## src/ulfs_pkg.sv

```systemverilog
package ulfs_pkg;
  localparam int ULFS_NFLAG = 7;
  localparam logic [7:0] ULFS_OFF_HOLD = 8'h20;
  localparam logic [7:0] ULFS_OFF_MASK = 8'h24;
  localparam logic [7:0] ULFS_OFF_SOF = 8'h28;
  localparam logic [7:0] ULFS_OFF_PID = 8'h2C;
  localparam logic [7:0] ULFS_OFF_EP = 8'h30;
  localparam logic [7:0] ULFS_OFF_EPMARK = 8'h34;
  localparam logic [7:0] ULFS_OFF_PWR = 8'h38;
  localparam logic [7:0] ULFS_OFF_PHY = 8'h3C;
  localparam logic [7:0] ULFS_OFF_FLAGS = 8'h1C;
  localparam int ULFS_MASK1_LSB = 0;
  localparam int ULFS_MASK2_LSB = 8;
  localparam int ULFS_MASK3_LSB = 16;
  localparam int ULFS_EP_VALID_BIT = 4;
  localparam logic [4:0] ULFS_EP_MARK_OR = 5'h10;
  localparam int ULFS_PWR_VALID_BIT = 8;
  localparam int ULFS_PHY_PD_OFF_BIT = 18;
  localparam int ULFS_PHY_SE0_BIT = 13;
  localparam int ULFS_PHY_KRES_BIT = 12;
  localparam int ULFS_PHY_FILT_LSB = 8;
  localparam int ULFS_PHY_AUTO_BIT = 7;
  localparam int ULFS_PHY_CONF_LSB = 4;
  localparam logic [31:0] ULFS_RW_HOLD = 32'h0000007F;
  localparam logic [31:0] ULFS_RW_MASK = 32'h007F7F7F;
  localparam logic [31:0] ULFS_RW_SOF = 32'h000007FF;
  localparam logic [31:0] ULFS_RW_EPMARK = 32'h0000FFFF;
  localparam logic [31:0] ULFS_RW_PWR = 32'h000001FF;
  localparam logic [31:0] ULFS_RW_PHY = 32'h00043FF0;
  localparam logic [31:0] ULFS_ZERO = 32'h00000000;

  typedef struct packed {
    logic en;
    logic wr;
    logic [7:0] addr;
    logic [31:0] wdata;
  } ulfs_req_t;

  typedef struct packed {
    logic pkt_start;
    logic token_ok;
    logic crc16_fail;
    logic rx_active;
    logic rx_error;
    logic [1:0] line_state;
  } ulfs_evt_t;

  typedef struct packed {
    logic pid_valid;
    logic [3:0] pid;
    logic ep_valid;
    logic [3:0] ep;
  } ulfs_pkt_t;
endpackage : ulfs_pkg

```

## src/ulfs_line_filter.sv

```systemverilog
`timescale 1ns/1ns
module ulfs_line_filter #(
  parameter int CNT_W = 16
) (
  // clock and reset
  input wire logic clk,
  input wire logic reset,
  // line
  input wire logic [1:0] line_in,
  input wire logic [3:0] log2_delay,
  output logic [1:0] line_out
);
  import ulfs_pkg::*;
  // elaboration check: the counter must reach two to the fifteenth
  if (CNT_W < 16)
  begin : g_bad_width
    $error("ulfs_line_filter: CNT_W must be at least 16");
  end
  logic [1:0] cand_r;
  logic [CNT_W-1:0] cnt_r;
  logic [CNT_W-1:0] limit;
  logic settle;
  assign limit = CNT_W'(1) << log2_delay;
  assign settle = (cnt_r + CNT_W'(1)) >= limit;
  always_ff @(posedge clk)
  begin
    if (reset)
    begin
      cand_r <= 2'h0;
      cnt_r <= '0;
      line_out <= 2'h0;
    end
    else if (line_in != cand_r)
    begin
      cand_r <= line_in;
      cnt_r <= '0;
    end
    else if (line_out != cand_r)
    begin
      cnt_r <= cnt_r + CNT_W'(1);
      if (settle)
        line_out <= cand_r;
    end
  end
endmodule : ulfs_line_filter

```

## src/ulfs_flag_bit.sv

```systemverilog
`timescale 1ns/1ns
module ulfs_flag_bit (
  // clock and reset
  input wire logic clk,
  input wire logic reset,
  // control
  input wire logic hold,
  input wire logic src,
  input wire logic pkt_start,
  input wire logic clr,
  output logic flag
);
  logic flag_nxt;
  // sticky bits keep their value until cleared; set beats clear
  assign flag_nxt = hold ? (src | (flag & ~clr)) : (src | (flag & ~pkt_start));
  always_ff @(posedge clk)
  begin
    if (reset)
      flag <= 1'b0;
    else
      flag <= flag_nxt;
  end
endmodule : ulfs_flag_bit

```

## src/ulfs_top.sv

```systemverilog
// How it works
// - sticky flag holds until software writes one
// - non-sticky flag holds until next packet start
// - seven stickiness bits, reset zero
// - third flag port ORs mask bits 22:16
// - second flag port ORs mask bits 14:8
// - first flag port ORs mask bits 6:0
// - 11-bit start-of-frame counter, read-write
// - last received packet identifier, read-only
// - last endpoint copy with valid bit
// - marked endpoints presented ORed with 0x10
// - bit 18 disables byte-port pulldowns
// - se0 auto-resume sets bit 13
// - K auto-resume sets bit 12
// - line-state delay is two to field plus one cycle
// - bit 7 enables suspend controller resume
// - bits 6:4 drive transceiver config pins
// - flag meanings token, lines, crc, rx
// - non-sticky flags clear on next packet
`timescale 1ns/1ns
module ulfs_top #(
  parameter int FILT_W = 16
) (
  // clock and reset
  input wire logic clk,
  input wire logic reset,
  // register port
  input wire ulfs_pkg::ulfs_req_t req,
  output logic [31:0] rdata,
  // link events
  input wire ulfs_pkg::ulfs_evt_t evt,
  input wire ulfs_pkg::ulfs_pkt_t pkt,
  input wire logic [10:0] sof_in,
  input wire logic sof_in_valid,
  input wire logic resume_se0,
  input wire logic resume_k,
  // flag ports
  output logic flag_out_first,
  output logic flag_out_second,
  output logic flag_out_third,
  // receive port endpoint
  output logic [4:0] rx_endpoint,
  // transceiver side
  output logic tx_byte_port_pd_en,
  output logic second_byte_port_pd_en,
  output logic [2:0] transceiver_config_pins,
  output logic auto_resume_en,
  output logic [1:0] line_state_filt,
  output logic [7:0] power_data,
  output logic power_valid
);
  import ulfs_pkg::*;
  logic [31:0] hold_r;
  logic [31:0] mask_r;
  logic [31:0] sof_r;
  logic [3:0] pid_r;
  logic [3:0] ep_r;
  logic ep_valid_r;
  logic [31:0] epmark_r;
  logic [31:0] pwr_r;
  logic [31:0] phy_r;
  logic [4:0] rx_ep_r;
  logic [ULFS_NFLAG-1:0] flags;
  logic [ULFS_NFLAG-1:0] src;
  logic [ULFS_NFLAG-1:0] clr;
  logic wr_hold, wr_mask, wr_sof, wr_epmark, wr_pwr, wr_phy, wr_flags;
  logic [31:0] phy_nxt;
  logic [1:0] lf;

  assign wr_hold = req.en & req.wr & (req.addr == ULFS_OFF_HOLD);
  assign wr_mask = req.en & req.wr & (req.addr == ULFS_OFF_MASK);
  assign wr_sof = req.en & req.wr & (req.addr == ULFS_OFF_SOF);
  assign wr_epmark = req.en & req.wr & (req.addr == ULFS_OFF_EPMARK);
  assign wr_pwr = req.en & req.wr & (req.addr == ULFS_OFF_PWR);
  assign wr_phy = req.en & req.wr & (req.addr == ULFS_OFF_PHY);
  assign wr_flags = req.en & req.wr & (req.addr == ULFS_OFF_FLAGS);

  ulfs_line_filter #(
    .CNT_W(FILT_W)
  ) u_filt (
    .clk(clk),
    .reset(reset),
    .line_in(evt.line_state),
    .log2_delay(phy_r[ULFS_PHY_FILT_LSB +: 4]),
    .line_out(lf)
  );
  assign line_state_filt = lf;

  // flag sources: token, se0, K, J, crc16, rx active, rx error
  assign src[6] = evt.token_ok;
  assign src[5] = (lf == 2'h0);
  assign src[4] = (lf == 2'h2);
  assign src[3] = (lf == 2'h1);
  assign src[2] = evt.crc16_fail;
  assign src[1] = evt.rx_active;
  assign src[0] = evt.rx_error;
  assign clr = wr_flags ? req.wdata[ULFS_NFLAG-1:0] : '0;

  genvar gi;
  generate
    for (gi = 0; gi < ULFS_NFLAG; gi++)
    begin : g_flag
      ulfs_flag_bit u_bit (
        .clk(clk),
        .reset(reset),
        .hold(hold_r[gi]),
        .src(src[gi]),
        .pkt_start(evt.pkt_start),
        .clr(clr[gi]),
        .flag(flags[gi])
      );
    end
  endgenerate

  assign flag_out_first = |(flags & mask_r[ULFS_MASK1_LSB +: ULFS_NFLAG]);
  assign flag_out_second = |(flags & mask_r[ULFS_MASK2_LSB +: ULFS_NFLAG]);
  assign flag_out_third = |(flags & mask_r[ULFS_MASK3_LSB +: ULFS_NFLAG]);

  // resume cause bits: hardware set wins over software clear
  always_comb
  begin
    phy_nxt = phy_r;
    if (wr_phy)
      phy_nxt = req.wdata & ULFS_RW_PHY;
    if (resume_se0)
      phy_nxt[ULFS_PHY_SE0_BIT] = 1'b1;
    if (resume_k)
      phy_nxt[ULFS_PHY_KRES_BIT] = 1'b1;
  end

  always_ff @(posedge clk)
  begin
    if (reset)
    begin
      hold_r <= ULFS_ZERO;
      mask_r <= ULFS_ZERO;
      sof_r <= ULFS_ZERO;
      epmark_r <= ULFS_ZERO;
      pwr_r <= ULFS_ZERO;
      phy_r <= ULFS_ZERO;
    end
    else
    begin
      if (wr_hold)
        hold_r <= req.wdata & ULFS_RW_HOLD;
      if (wr_mask)
        mask_r <= req.wdata & ULFS_RW_MASK;
      if (wr_sof)
        sof_r <= req.wdata & ULFS_RW_SOF;
      else if (sof_in_valid)
        sof_r <= {21'h000000, sof_in};
      if (wr_epmark)
        epmark_r <= req.wdata & ULFS_RW_EPMARK;
      if (wr_pwr)
        pwr_r <= req.wdata & ULFS_RW_PWR;
      phy_r <= phy_nxt;
    end
  end

  always_ff @(posedge clk)
  begin
    if (reset)
    begin
      pid_r <= 4'h0;
      ep_r <= 4'h0;
      ep_valid_r <= 1'b0;
      rx_ep_r <= 5'h00;
    end
    else
    begin
      if (pkt.pid_valid)
        pid_r <= pkt.pid;
      if (pkt.ep_valid)
      begin
        ep_r <= pkt.ep;
        ep_valid_r <= 1'b1;
        rx_ep_r <= epmark_r[pkt.ep] ? ({1'b0, pkt.ep} | ULFS_EP_MARK_OR) : {1'b0, pkt.ep};
      end
    end
  end

  assign rx_endpoint = rx_ep_r;
  assign power_data = pwr_r[7:0];
  assign power_valid = pwr_r[ULFS_PWR_VALID_BIT];
  assign tx_byte_port_pd_en = ~phy_r[ULFS_PHY_PD_OFF_BIT];
  assign second_byte_port_pd_en = ~phy_r[ULFS_PHY_PD_OFF_BIT];
  assign auto_resume_en = phy_r[ULFS_PHY_AUTO_BIT];
  assign transceiver_config_pins = phy_r[ULFS_PHY_CONF_LSB +: 3];

  // read mux, unmapped reads zero
  always_comb
  begin
    case (req.addr)
      ULFS_OFF_FLAGS: rdata = {25'h0000000, flags};
      ULFS_OFF_HOLD: rdata = hold_r;
      ULFS_OFF_MASK: rdata = mask_r;
      ULFS_OFF_SOF: rdata = sof_r;
      ULFS_OFF_PID: rdata = {28'h0000000, pid_r};
      ULFS_OFF_EP: rdata = {27'h0000000, ep_valid_r, ep_r};
      ULFS_OFF_EPMARK: rdata = epmark_r;
      ULFS_OFF_PWR: rdata = pwr_r;
      ULFS_OFF_PHY: rdata = phy_r;
      default: rdata = ULFS_ZERO;
    endcase
  end
endmodule : ulfs_top

```

## config.mk

```make
export PLATFORM = sky130hd
export DESIGN_NAME = ulfs_top
export DESIGN_NICKNAME = d
export VERILOG_FILES = /design/src/ulfs_pkg.sv /design/src/ulfs_line_filter.sv /design/src/ulfs_flag_bit.sv /design/src/ulfs_top.sv
export SDC_FILE = /design/constraint.sdc
export NUM_CORES = 1
export LEC_CHECK = 0
export ABC_AREA = 1
export BUFFER_PORTS_ARGS = -buffer_cell sky130_fd_sc_hd__buf_2
export CAP_MARGIN = 20
export CORE_MARGIN = 2
export CORE_UTILIZATION = 50
export CTS_CLUSTER_SIZE = 10
export DETAILED_ROUTE_END_ITERATION = 12
export PLACE_DENSITY = 0.72
export SYNTH_ARGS = -nofsm -noshare
export SYNTH_HDL_FRONTEND = slang
export SYNTH_SLANG_ARGS = --single-unit
```

## constraint.sdc

```tcl
create_clock -name clk -period 3.1 [get_ports clk]
set_input_delay 0 -clock clk [delete_from_list [all_inputs] [get_ports clk]]
set_output_delay 0 -clock clk [all_outputs]
set_load 0.005 [all_outputs]
```

---- Yosys cells after proc, flatten, opt, wreduce, memory -nomap -nowiden ----
Index checks and enable logic that the tools add are counted.
word-level totals
  register bits after elaboration ......... 116
  latch bits .............................. 0
  bits in writable memories ............... 0
  ROM bits ................................ 0
  input port bits ......................... 75
  output and inout port bits .............. 57
  word-level logic and storage cells ...... 114
  memories ................................ 0
cells by class
  add/subtract/negate cells ............... 1
  multipliers ............................. 0
  div/mod/pow operators ................... 0
  order comparisons ....................... 2
  eq/ne operators ......................... 13
  shifts and indexed selects .............. 1
  muxes and demuxes ....................... 17
  bitwise operators ....................... 49
  reduce and logical (&&, ||, !) cells .... 9
operator list
  kind                                                count
  case mux 23 bit (9 select lines)                    1
  == test 8 x 6 -> 1 bit, second input constant       8
  AND 1 bit                                           22
  2-to-1 mux 11 bit                                   2
  AND 7 bit                                           3
  OR reduction 7 bit                                  3
  adder 16 x 1 -> 16 bit, second input constant       1
  greater-or-equal comparator 16 bit                  1
  left shift 1 x 4 -> 16 bit, first input constant    1
  2-to-1 mux 14 bit                                   1
  OR 1 bit                                            14
  2-to-1 mux 1 bit                                    10
  inverter 1 bit                                      10
  == test 8 x 5 -> 1 bit, second input constant       1
  2-to-1 mux 7 bit                                    1
  < comparator 4 x 6 -> 1 bit, second input constant  1
  nonzero test 2 bit                                  3
  2-to-1 mux 5 bit                                    1
  binary-select mux 1 bit (select 4 bit)              1
  != test 2 bit                                       2
  AND reduction 3 bit                                 1
  == test 2 x 1 -> 1 bit, second input constant       1
  == test 2 bit, second input constant                1
  logical NOT 2 bit                                   1
  OR reduction 2 bit                                  1

---- Depth between registers and ports, before layout ----
Gate-level depths: netlist of run 1.
  depth in word-level cells ............... 7
  gate-level depth with buffers ........... 19
  depth with buffers taken out ............ 19

---- Modules after synthesis ----
A second synthesis of run 1 with hierarchy kept.
unflattened totals
  cells, all modules ...................... 946
  area, all modules ....................... 6411.1 um^2
by module, submodules not included
  module            times used  cells an instance  area an instance (um^2)  seq. area each (um^2)
  ulfs_top          1           663                4394.2                   1701.6
  ulfs_line_filter  1           234                1622.8                   400.4
  ulfs_flag_bit     7           7                  56.3                     20.0

---- Worst setup path before layout of run 1 ----
No wires, ideal clock.
  path kind ............................... register -> register
  start point ............................. register u_filt.cnt_r[0]
  end point ............................... register u_filt.line_out[0]
  library setup time ...................... 0.115 ns
  arrival time ............................ 2.103 ns
  required time ........................... 2.985 ns
  path slack .............................. 0.882 ns
  cell stages (with the launch flop) ...... 19
  buffers on the path ..................... 0
  clock period less this slack ............ 2.218 ns
  cell sequence ........................... dfxtp_1 ha_1 nand2_1 inv_1 nand2_1 nor2_1 nand3_1 o21ai_0 nand2_1 ha_1 nand4_1 nor2_1 nand2_1 inv_1 nand2_1 nand2_1 nand3_1 nand2_1 nor2_1
on the way
  word-level cells in the longest chain between the ends .. 3
RTL lines
  element                               line                    text
  start: declaration                    ulfs_line_filter.sv:20  logic [CNT_W-1:0] cnt_r;
  start signal: assignment              ulfs_line_filter.sv:40  cnt_r <= cnt_r + CNT_W'(1);
  adder 16 x 1 -> 16 bit                ulfs_line_filter.sv:24  assign settle = (cnt_r + CNT_W'(1)) >= limit;
  greater-or-equal comparator 16 bit    ulfs_line_filter.sv:24
  AND reduction 3 bit (no source line)  --
  end signal: assignment                ulfs_line_filter.sv:42  line_out <= cand_r;
  end: declaration                      ulfs_line_filter.sv:11  output logic [1:0] line_out
Every way passes these cells.
A chain may end at the register's enable or synchronous reset.

---- Worst setup path after layout of run 1 ----
Same ends and word-level chain as after synthesis.

==> metrics.txt, run 1 <==
Via density 5.364; static leakage 3.147 nW; Synth cell types 40; sw frac roughly 28%; Synth-to-Final Area Change 20.38%; Setup CP Type reg2reg; Worst VDD drop approximately 0.00027 V; Switching Power 0.8665 mW; Synth Flop Type dfxtp_1; CP Cell Sequence ha_1 > nand2_1 > inv_1 > nand2_1 > nor2_1 > nand3_1 > o21ai_0 > nand2_1 > ha_1 > nand4_1 > nor2_1 > nand2_1 > inv_1 > nand2_1 > nand2_1 > nand3_1 > nand2_1 > nor2_1; top-area cell type share of the netlist area a little under two fifths; Max Fclk 385.7 MHz; via count approximately 6,200; Synthesis Warnings 0; Final Slew Violations 0; WP data required between 3000 and 4000 ps; post-synthesis async set-or-reset flop share 0%; number of core rows 40; CP endpoint kind flip-flop; vias in the first global route roughly 5,600; clock power share 36.9%; number of antenna violations at the first check in global routing 0; Ports 132; clock latency on the worst-skew pair 360 ps; final setup vio count 0; diode count 0; Flop pwr share between 40% and 50%; largest net degree at the start of global routing 60; Max H-tree Level 3; CTS-repair resized insts 0; final RePlAce weighted congestion about 0.94; clk slew on worst S/H paths approximately 80 ps; Synth area leader dfxtp_1; complex-gate fraction of the synthesized area a little over a fifth; Pint about 2.3 mW; postcts setup bufs 0; Avg Cell Area, Syn 6.884 um2; Adder-Cell Fraction of Synth Area about 3.5%; Post-DP HPWL about 13 mm; Mapped Cells between 800 and 900; initial core utilization 50.98%; Post-Synth XOR/XNOR Area about 1.4%; Total Wirelength about 18 mm; RSZ-0062 raised after global routing no; Port Buffers 113; Synth area leaders dfxtp_1 (37%), nand2_1 (9.5%), a21oi_1 (8.7%); WHS 3.129 ps; delay of the slowest critical-path stage approximately 400 ps; Comb pwr share 14.4%; Slew headroom a little under half; 1st-iter DRT viols between 500 and 600; die area about 13,000 um2; Final Non-Filler Cells 1,159; clock tree root driver cell clkbuf_16; Post-Syn Area between 6000 and 7000 um2; Die Span X ~110 um; register area share after synthesis a little under two fifths; nets@finish about 1,100; Post-synth EDFFs 0; GRT Total Usage between 20% and 30%; Total Negative Setup Slacks 0 ps; CP arrival approximately 2800 ps; fin crit share 83.64%; Clock Path Buffers 2; antenna-violating nets left 0; max cap viols 0; Seq cells post-synth 112; design area roughly 7300 um2; largest family of logic cells by synthesized area simple AND/OR/NAND/NOR gates; Worst Tran Pin Value roughly 800 ps; DR WL/cell between 15 and 20 um; mux cell area share after synthesis 0.9891%; CTS tree done; simple-gate share of the synthesized area a little under a quarter; Hold WC Path Type in2reg; CP max FO 5; Startpoint Class flip-flop; minimum clock period approximately 2600 ps; Worst Skew approximately 10 ps; placed cells approximately 1,100; Placement Cell Area 6596 um2; share of cells above drive strength 1 about 16%; die height 114.2 um; DRC errors left 0; Core ar. approximately 12,000 um2; CTS buffer count 9; final hold viol count 0; cell mode on critical path nand2_1; GRT overflow 0; Sink Count 112; PD cells roughly 430 nW/um2; first-pass iteration count of the detailed router 5; outcome completed; first-pass GRT wire length 28.19 mm; CP max-delay cell dfxtp_1
==> worst max-delay path: cells and delay by family (launching register included) <==
family                   cells  cell delay (ps)
AO/OA/AOI/OAI                1              230
adder cells (fa/ha/maj)      2              490
buffers and inverters        2              140
flip-flops                   1              400
AND/OR/NAND/NOR             13             1230
==> metal layers <==
metal  vias to the layer above  wire, um  track usage, %
met5                         -         0               0
met4                         0       482           10.81
met3                        39      1243           5.029
met2                       243      7907           42.50
met1                      2788      8239           37.95
li1                       3147         -               -
==> layout make-up <==
cell class / count / area (um2)
inverters: 122 / 459.2
repair buffers: 160 / 1023
clock inverters: 5 / 40.04
flip-flops and latches: 112 / 2242
fillers: 1115 / 4602
well taps: 147 / 183.9
clock buffers: 11 / 252.7
multi-input cells: 602 / 3108
==> cell usage in the layout (no fill, tap or decap), types with 6 or more instances in the layout <==
cell	count
nand2_1	153
inv_1	115
buf_2	113
dfxtp_1	112
a21oi_1	105
nor2_1	83
o21ai_0	74
nand3_1	58
dlygate4sd3_1	42
nand4_1	23
ha_1	17
o22ai_1	13
a211oi_2	9
conb_1	9
clkbuf_16	9
xor2_1	6
mux2i_1	6
==> power by group through the flow <==
stage	sequential [mW]	clock, mW	combinational, mW
floorplan	1.55	0	0.277
finish	1.53	1.15	0.451
detailed placement	1.56	0	0.401
CTS	1.53	1.17	0.444
global route	1.53	1.22	0.507
global placement	1.56	0	0.397
==> what timing repair did <==
item	in CTS	in global routing
endpoints found under the setup margin	0	0
hold endpoints to repair	49	0
hold buffers	42	0
==> state kept, by name (all words and copies together), names as in the netlist <==
signal / cells
ep_r: 3
rx_endpoint: 2
u_filt.cand_r: 2
u_filt.line_out: 2
epmark_r: 16
g_flag.u_bit.flag: 7
hold_r: 7
pwr_r: 9
mask_r: 21
u_filt.cnt_r: 16
pid_r: 4
phy_r: 11
ep_valid_r: 1
sof_r: 11
==> logic make-up after synthesis <==
kind of cell | Yosys count
and+or+nand+nor | 334
other | 1
buffers and inverters | 176
xor gates and xnor gates | 10
muxes | 6
DFF | 112
adders and majority gates | 17
AOI/OAI and AO/OA | 226
==> cells in the mapped netlist (2+ instances only) <==
cell type	instances
nand2_1	153
inv_1	115
dfxtp_1	112
a21oi_1	105
nor2_1	83
o21ai_0	74
nand3_1	58
clkbuf_1	29
nand4_1	23
ha_1	17
buf_4	14
o22ai_1	13
a211oi_2	9
buf_2	6
mux2i_1	6
xor2_1	6
a211oi_1	5
o2111ai_1	5
o21ai_1	5
buf_6	4
inv_2	4
nor3_1	4
xnor2_1	4
nand2_2	3
nor3_2	3
o211ai_1	3
a221oi_1	2
clkinv_1	2
nand3b_1	2
nor2_2	2
o211a_1	2
==> through the flow <==
step                      total power, mW  setup WS (ps)  utilization [%]
after floorplan                     1.824          882.2                -
after global placement              1.956          592.1            55.38
after detailed placement            1.961          552.8            55.38
after CTS                           3.142          535.7            61.37
after global routing                3.262          248.9            61.37
final                               3.132          507.1            61.37
==> path summary, 6_finish.rpt <==
kind | startpoint | to | slack, ps | cells after the start
setup / recovery | u_filt.cnt_r[0]$_SDFFE_PP0P_ | u_filt.line_out[0]$_SDFFE_PP0P_ | 510 | 18
hold / removal | sof_in[10] | sof_r[10]$_SDFFE_PP0P_ | 3 | 3
setup reg to reg | u_filt.cnt_r[0]$_SDFFE_PP0P_ | u_filt.line_out[0]$_SDFFE_PP0P_ | 510 | 18
hold reg to reg | pwr_r[8]$_SDFFE_PP0P_ | pwr_r[8]$_SDFFE_PP0P_ | 470 | 2
No activity file was read; power rests on OpenSTA's default activity.
==> run 2: changes to the inputs <==
Clock period 3.1 ns to 2.4 ns, I/O delays scaled along.
==> run 2 against run 1 <==
Net effect: final cell count is 0.78% higher; largest power group unchanged; flip-flop and latch count stayed put; core utilization is 1.1 points higher.
==> metrics.txt, run 2 (same netlist as run 1, synthesis figures left out) <==
Port Buffers 113 (unchanged); static leakage 3.198 nW (was 3.147 nW); GRT Total Usage 27.74% (was 27.43%); number of antenna violations at the first check in global routing 0 (unchanged); DRC errors left 0 (unchanged); most common cell after layout, fill and taps aside nand2_1 (unchanged); Setup CP Type reg2reg (unchanged); Max H-tree Level 3 (unchanged); antenna-violating nets left 0 (unchanged); Largest register FFs 21 (unchanged); GRT overflow 0 (unchanged); CP max FO 4 (was 5); Core ar. 11,910 um2 (unchanged); top flop regs mask_r x21, epmark_r x16, u_filt.cnt_r x16 (unchanged); PD cells 537.3 nW/um2 (was 428.5 nW/um2); fillers 1,122 (was 1,115); Ports 132 (unchanged); Via density 5.455 (was 5.364); via count 6,371 (was 6,217); Die Span X 114.2 um (unchanged); uppermost layer routed met4 (unchanged); Sink Count 112 (unchanged); initial core utilization 50.98% (unchanged); routed wl met2 7.878 mm (was 7.907 mm); WP data required 2640 ps (was 3350 ps); placed cells 1,109 (was 1,101); Startpoint Class flip-flop (unchanged); Final WS setup 147.0 ps (was 507.1 ps); CP arrival 2500 ps (was 2840 ps); DR WL/cell 15.43 um (was 15.42 um); Final Non-Filler Cells 1,168 (was 1,159); final RePlAce weighted congestion 0.9318 (was 0.9420); vias in the first global route 5,606 (was 5,627); met3 wire len 1.689 mm (was 1.243 mm); fin crit share 93.87% (was 83.64%); Max Fclk 443.9 MHz (was 385.7 MHz); Total Wirelength 18.02 mm (was 17.87 mm); number of core rows 40 (unchanged); die area 13,040 um2 (unchanged); Worst VDD drop 0.0003918 V (was 0.0002657 V); final hold viol count 0 (unchanged); Synth-to-Final Area Change 22.58% (was 20.38%); Final Slew Violations 0 (unchanged); Place WS -26.26 ps (was 552.8 ps); Biggest register mask_r (unchanged); diode count 0 (unchanged); Hold WC Path Type in2reg (unchanged); outcome completed (unchanged); Slew headroom 44.70% (was 46.27%); total design power 3.999 mW (was 3.132 mW); largest net degree at the start of global routing 60 (unchanged); Worst Skew 10.72 ps (was 9.979 ps); CTS buffer count 9 (unchanged); clock latency on the worst-skew pair 360 ps (about the same); WHS 5.626 ps (was 3.129 ps); clk slew on worst S/H paths 70 ps (was 80 ps); minimum clock period 2253 ps (was 2593 ps); die height 114.2 um (unchanged); first-pass GRT wire length 28.35 mm (was 28.19 mm); Clock Path Buffers 2 (unchanged); max cap viols 0 (unchanged); first-pass iteration count of the detailed router 5 (unchanged); nets@finish 1,108 (was 1,099); most frequent cells in the layout nand2_1 (150), inv_1 (114), buf_2 (113) (was nand2_1 (153), inv_1 (115), buf_2 (113)); final setup vio count 0 (unchanged); CP endpoint kind flip-flop (unchanged); 1st-iter DRT viols 410 (was 569); CTS tree done (unchanged); share of cells above drive strength 1 18.12% (was 15.51%); clock tree root driver cell clkbuf_16 (unchanged); Post-DP HPWL 12.86 mm (was 12.71 mm); WL met1 7.897 mm (was 8.239 mm); Worst Tran Pin Value 827.4 ps (was 803.9 ps)
## run 2: final timing paths
check                               startpoint                         endpoint  slack, ps  depth (start not counted)
setup / recovery  u_filt.cnt_r[0]$_SDFFE_PP0P_  u_filt.line_out[0]$_SDFFE_PP0P_        150                         14
hold / removal                      sof_in[10]           sof_r[10]$_SDFFE_PP0P_          6                          3
setup reg to reg  u_filt.cnt_r[0]$_SDFFE_PP0P_  u_filt.line_out[0]$_SDFFE_PP0P_        150                         14
hold reg to reg        mask_r[11]$_SDFFE_PP0P_          mask_r[11]$_SDFFE_PP0P_        480                          2
## run 2: critical path, stage by stage, from the launching register on
cell     delay [ps]
dfxtp_4         370
ha_4            140
nand2_1          70
inv_2            90
nand2_4          60
buf_4           140
nor3_1          180
xor2_1          250
ha_1            280
nand3_1          90
nand2_1          70
a21oi_2         150
nand2_2          90
a21oi_1         130
nor2_1           50
## run 2: routing by layer
| metal | track usage (%) | vias up |
|---|---|---|
| li1 | - | 3174 |
| met1 | 37.94 | 2825 |
| met2 | 42.22 | 329 |
| met3 | 4.976 | 43 |
| met4 | 13.74 | 0 |
| met5 | 0 | - |
## run 2: where the power goes
group	leakage [nW]	total [mW]	switching, mW	internal [mW]
logic	2.16	0.609	0.357	0.252
registers	0.913	1.97	0.0544	1.92
clock network	0.127	1.42	0.707	0.711
## run 2: repair_timing
item                                    in CTS  in global routing
resized for setup                            1                 28
hold buffers                                41                  0
buffers inserted                             0                  3
pin swaps                                    0                 10
endpoints found under the setup margin       2                  2
endpoints found under the hold margin       45                  0
## run 2: area by class of cell
| type | count | area [um2] | share of cell area (%) |
|---|---|---|---|
| well taps | 147 | 183.9 | 2.471 |
| inverters | 122 | 459.2 | 6.169 |
| multi-input cells | 602 | 3193 | 42.90 |
| flip-flops and latches | 112 | 2252 | 30.26 |
| clock buffers | 12 | 236.5 | 3.177 |
| clock inverters | 4 | 30.03 | 0.4034 |
| repair buffers | 169 | 1089 | 14.62 |
## run 2: per-stage QoR
stage | util (%) | TNS (ps) | instance area, um2
finish | 62.49 | 0 | 7443
global route | 62.49 | -43.90 | 7443
CTS | 61.57 | 0 | 7333
detailed placement | 55.88 | -50.76 | 6656
global placement | 55.88 | 0 | 6656
floorplan | - | 0 | 6102
==> run 3: changes to the inputs <==
Settings changed: SETUP_SLACK_MARGIN set to 0.4, TNS_END_PERCENT set to 10.
==> run 3 against run 2 <==
Net effect: clock-buffer cell count decreased by 1; first-iteration DRC count rose by 32%; flip-flop and latch count did not move; largest cell class unchanged.
==> metrics.txt, run 3 (same netlist as run 1, synthesis figures left out) <==
outcome completed (unchanged); Total Wirelength 18.15 mm (was 18.02 mm); Hold WC Path Type in2reg (unchanged); Max H-tree Level 3 (unchanged); Startpoint Class flip-flop (unchanged); GRT Total Usage 27.87% (was 27.74%); first-pass iteration count of the detailed router 6 (was 5); Switching Power 1.144 mW (was 1.119 mW); via count 6,382 (was 6,371); Clock Path Buffers 2 (unchanged); Max Fclk 443.4 MHz (was 443.9 MHz); fin crit share 93.97% (was 93.87%); Biggest register mask_r (unchanged); diode count 0 (unchanged); initial core utilization 50.98% (unchanged); Flop pwr share 48.3% (was 49.3%); static leakage 3.241 nW (was 3.198 nW); CTS buffer count 9 (unchanged); vias in the first global route 5,858 (was 5,606); Slew headroom 45.68% (was 44.70%); final hold viol count 0 (unchanged); Worst VDD drop 0.0003998 V (was 0.0003918 V); total design power 4.087 mW (was 3.999 mW); Worst Skew 9.392 ps (was 10.72 ps); clock latency on the worst-skew pair 360 ps (about the same); CP arrival 2510 ps (was 2500 ps); largest net degree at the start of global routing 60 (unchanged); number of core rows 40 (unchanged); Comb pwr share 15.2% (about the same); DRC errors left 0 (unchanged); minimum clock period 2255 ps (was 2253 ps); first-pass GRT wire length 28.72 mm (was 28.35 mm); Synth-to-Final Area Change 24.46% (was 22.58%); Core ar. 11,910 um2 (unchanged); Final Slew Violations 0 (unchanged); Place WS 140.0 ps (was -26.26 ps); share of cells above drive strength 1 19.79% (was 18.12%); Die Span X 114.2 um (unchanged); 1st-iter DRT viols 542 (was 410); Post-DP HPWL 12.85 mm (was 12.86 mm); design area 7557 um2 (was 7443 um2); sw frac 28.00% (was 27.97%); die area 13,040 um2 (unchanged); number of antenna violations at the first check in global routing 0 (unchanged); Worst Tran Pin Value 812.8 ps (was 827.4 ps); Via density 5.441 (was 5.455); Setup CP Type reg2reg (unchanged); PD cells 540.8 nW/um2 (was 537.3 nW/um2); DR WL/cell 15.47 um (was 15.43 um); RSZ-0062 raised after global routing yes; CTS tree done (unchanged); clock tree root driver cell clkbuf_16 (unchanged); nets@finish 1,113 (was 1,108); Pint 2.943 mW (was 2.881 mW); final RePlAce weighted congestion 0.9302 (was 0.9318); Ports 132 (unchanged); most common cell after layout, fill and taps aside nand2_1 (unchanged); die height 114.2 um (unchanged); CP endpoint kind flip-flop (unchanged); antenna-violating nets left 0 (unchanged); Sink Count 112 (unchanged); final setup vio count 0 (unchanged); WP data required 2650 ps (was 2640 ps); Placement Cell Area 6664 um2 (was 6656 um2); clock power share 36.5% (was 35.5%); top flop regs mask_r x21, epmark_r x16, u_filt.cnt_r x16 (unchanged); Largest register FFs 21 (unchanged); CP max FO 4 (unchanged); max cap viols 0 (unchanged); Final WS setup 144.6 ps (was 147.0 ps); clk slew on worst S/H paths 80 ps (was 70 ps); Total Negative Setup Slacks 0 ps (unchanged); GRT overflow 0 (unchanged); Port Buffers 113 (unchanged); most frequent cells in the layout nand2_1 (146), inv_1 (113), buf_2 (113) (was nand2_1 (150), inv_1 (114), buf_2 (113))
-- run 3: cell count changes in the layout (fill, tap and decap cells not counted), moves of 3 or more --
cell	before	now
buf_4	15	18
nand2_1	150	146
clkbuf_1	3	0
dfxtp_2	2	5
dfxtp_1	108	105
nand2_2	5	9
-- run 3: power by group through the flow --
stage / clock network (mW) / registers [mW] / logic [mW]
5_1_grt: 1.59 / 1.98 / 0.692
6_report: 1.49 / 1.98 / 0.620
2_1_floorplan: 0 / 2.00 / 0.368
3_5_place_dp: 0 / 2.02 / 0.534
4_1_cts: 1.51 / 1.97 / 0.604
3_3_place_gp: 0 / 2.02 / 0.527
-- run 3: layer usage --
layer  track usage [%]  vias to the layer above  wire (um)
li1                  -                     3183          -
met1             37.64                     2870       8107
met2             44.60                      289       8218
met3             4.182                       40       1284
met4             11.71                        0        537
met5                 0                        -          0
-- run 3: repair_timing --
| item | CTS | global route |
|---|---|---|
| setup endpoints to repair | 2 | 2 |
| endpoints found under the hold margin | 47 | 0 |
| resized for setup | 18 | 9 |
| hold buffers | 43 | 0 |
| pin swaps | 16 | 10 |
| gates cloned | 0 | 0 |
| buffers inserted | 5 | 5 |
-- run 3: metrics by stage --
step,instances,hold WS (ps),util (%)
6_report,1173,14.50,63.45
2_1_floorplan,890,111.3,-
4_1_cts,1168,7.196,62.77
3_5_place_dp,1104,222.6,55.95
3_3_place_gp,1104,215.8,55.95
5_1_grt,1173,23.28,63.45
-- run 3: critical path, cell delays in order, from the launching register on --
cell and delay (ps):
dfxtp_4 370, ha_4 130, nand2_2 40, inv_2 70
nand2_4 60, nor2_4 140, nand3_2 110, o21ai_2 180
nand2_1 110, ha_4 270, nand4_1 100, nor2_1 110
nand2_1 60, inv_1 50, nand2_1 50, nand2_2 110
nand3_2 70, nand2_1 60, nor2_1 40
-- run 3: path summary, 6_finish.rpt --
| check | start | to | slack (ps) | cells past startpoint |
|---|---|---|---|---|
| worst max register to register | u_filt.cnt_r[1]$_SDFFE_PP0P_ | u_filt.line_out[0]$_SDFFE_PP0P_ | 140 | 18 |
| worst max-delay path | u_filt.cnt_r[1]$_SDFFE_PP0P_ | u_filt.line_out[0]$_SDFFE_PP0P_ | 140 | 18 |
| worst min register to register | mask_r[14]$_SDFFE_PP0P_ | mask_r[14]$_SDFFE_PP0P_ | 470 | 2 |
| worst min-delay path | sof_in[2] | sof_r[2]$_SDFFE_PP0P_ | 10 | 3 |
-- run 3: cell type report --
cell class                      count  area [um2]
Clock buffer                       11       252.7
Clock inverter                      5       38.79
Fill cell                        1096        4354
Inverter                          122       466.7
Multi-Input combinational cell    602        3228
Sequential cell                   112        2256
Tap cell                          147       183.9
Timing Repair Buffer              174        1131
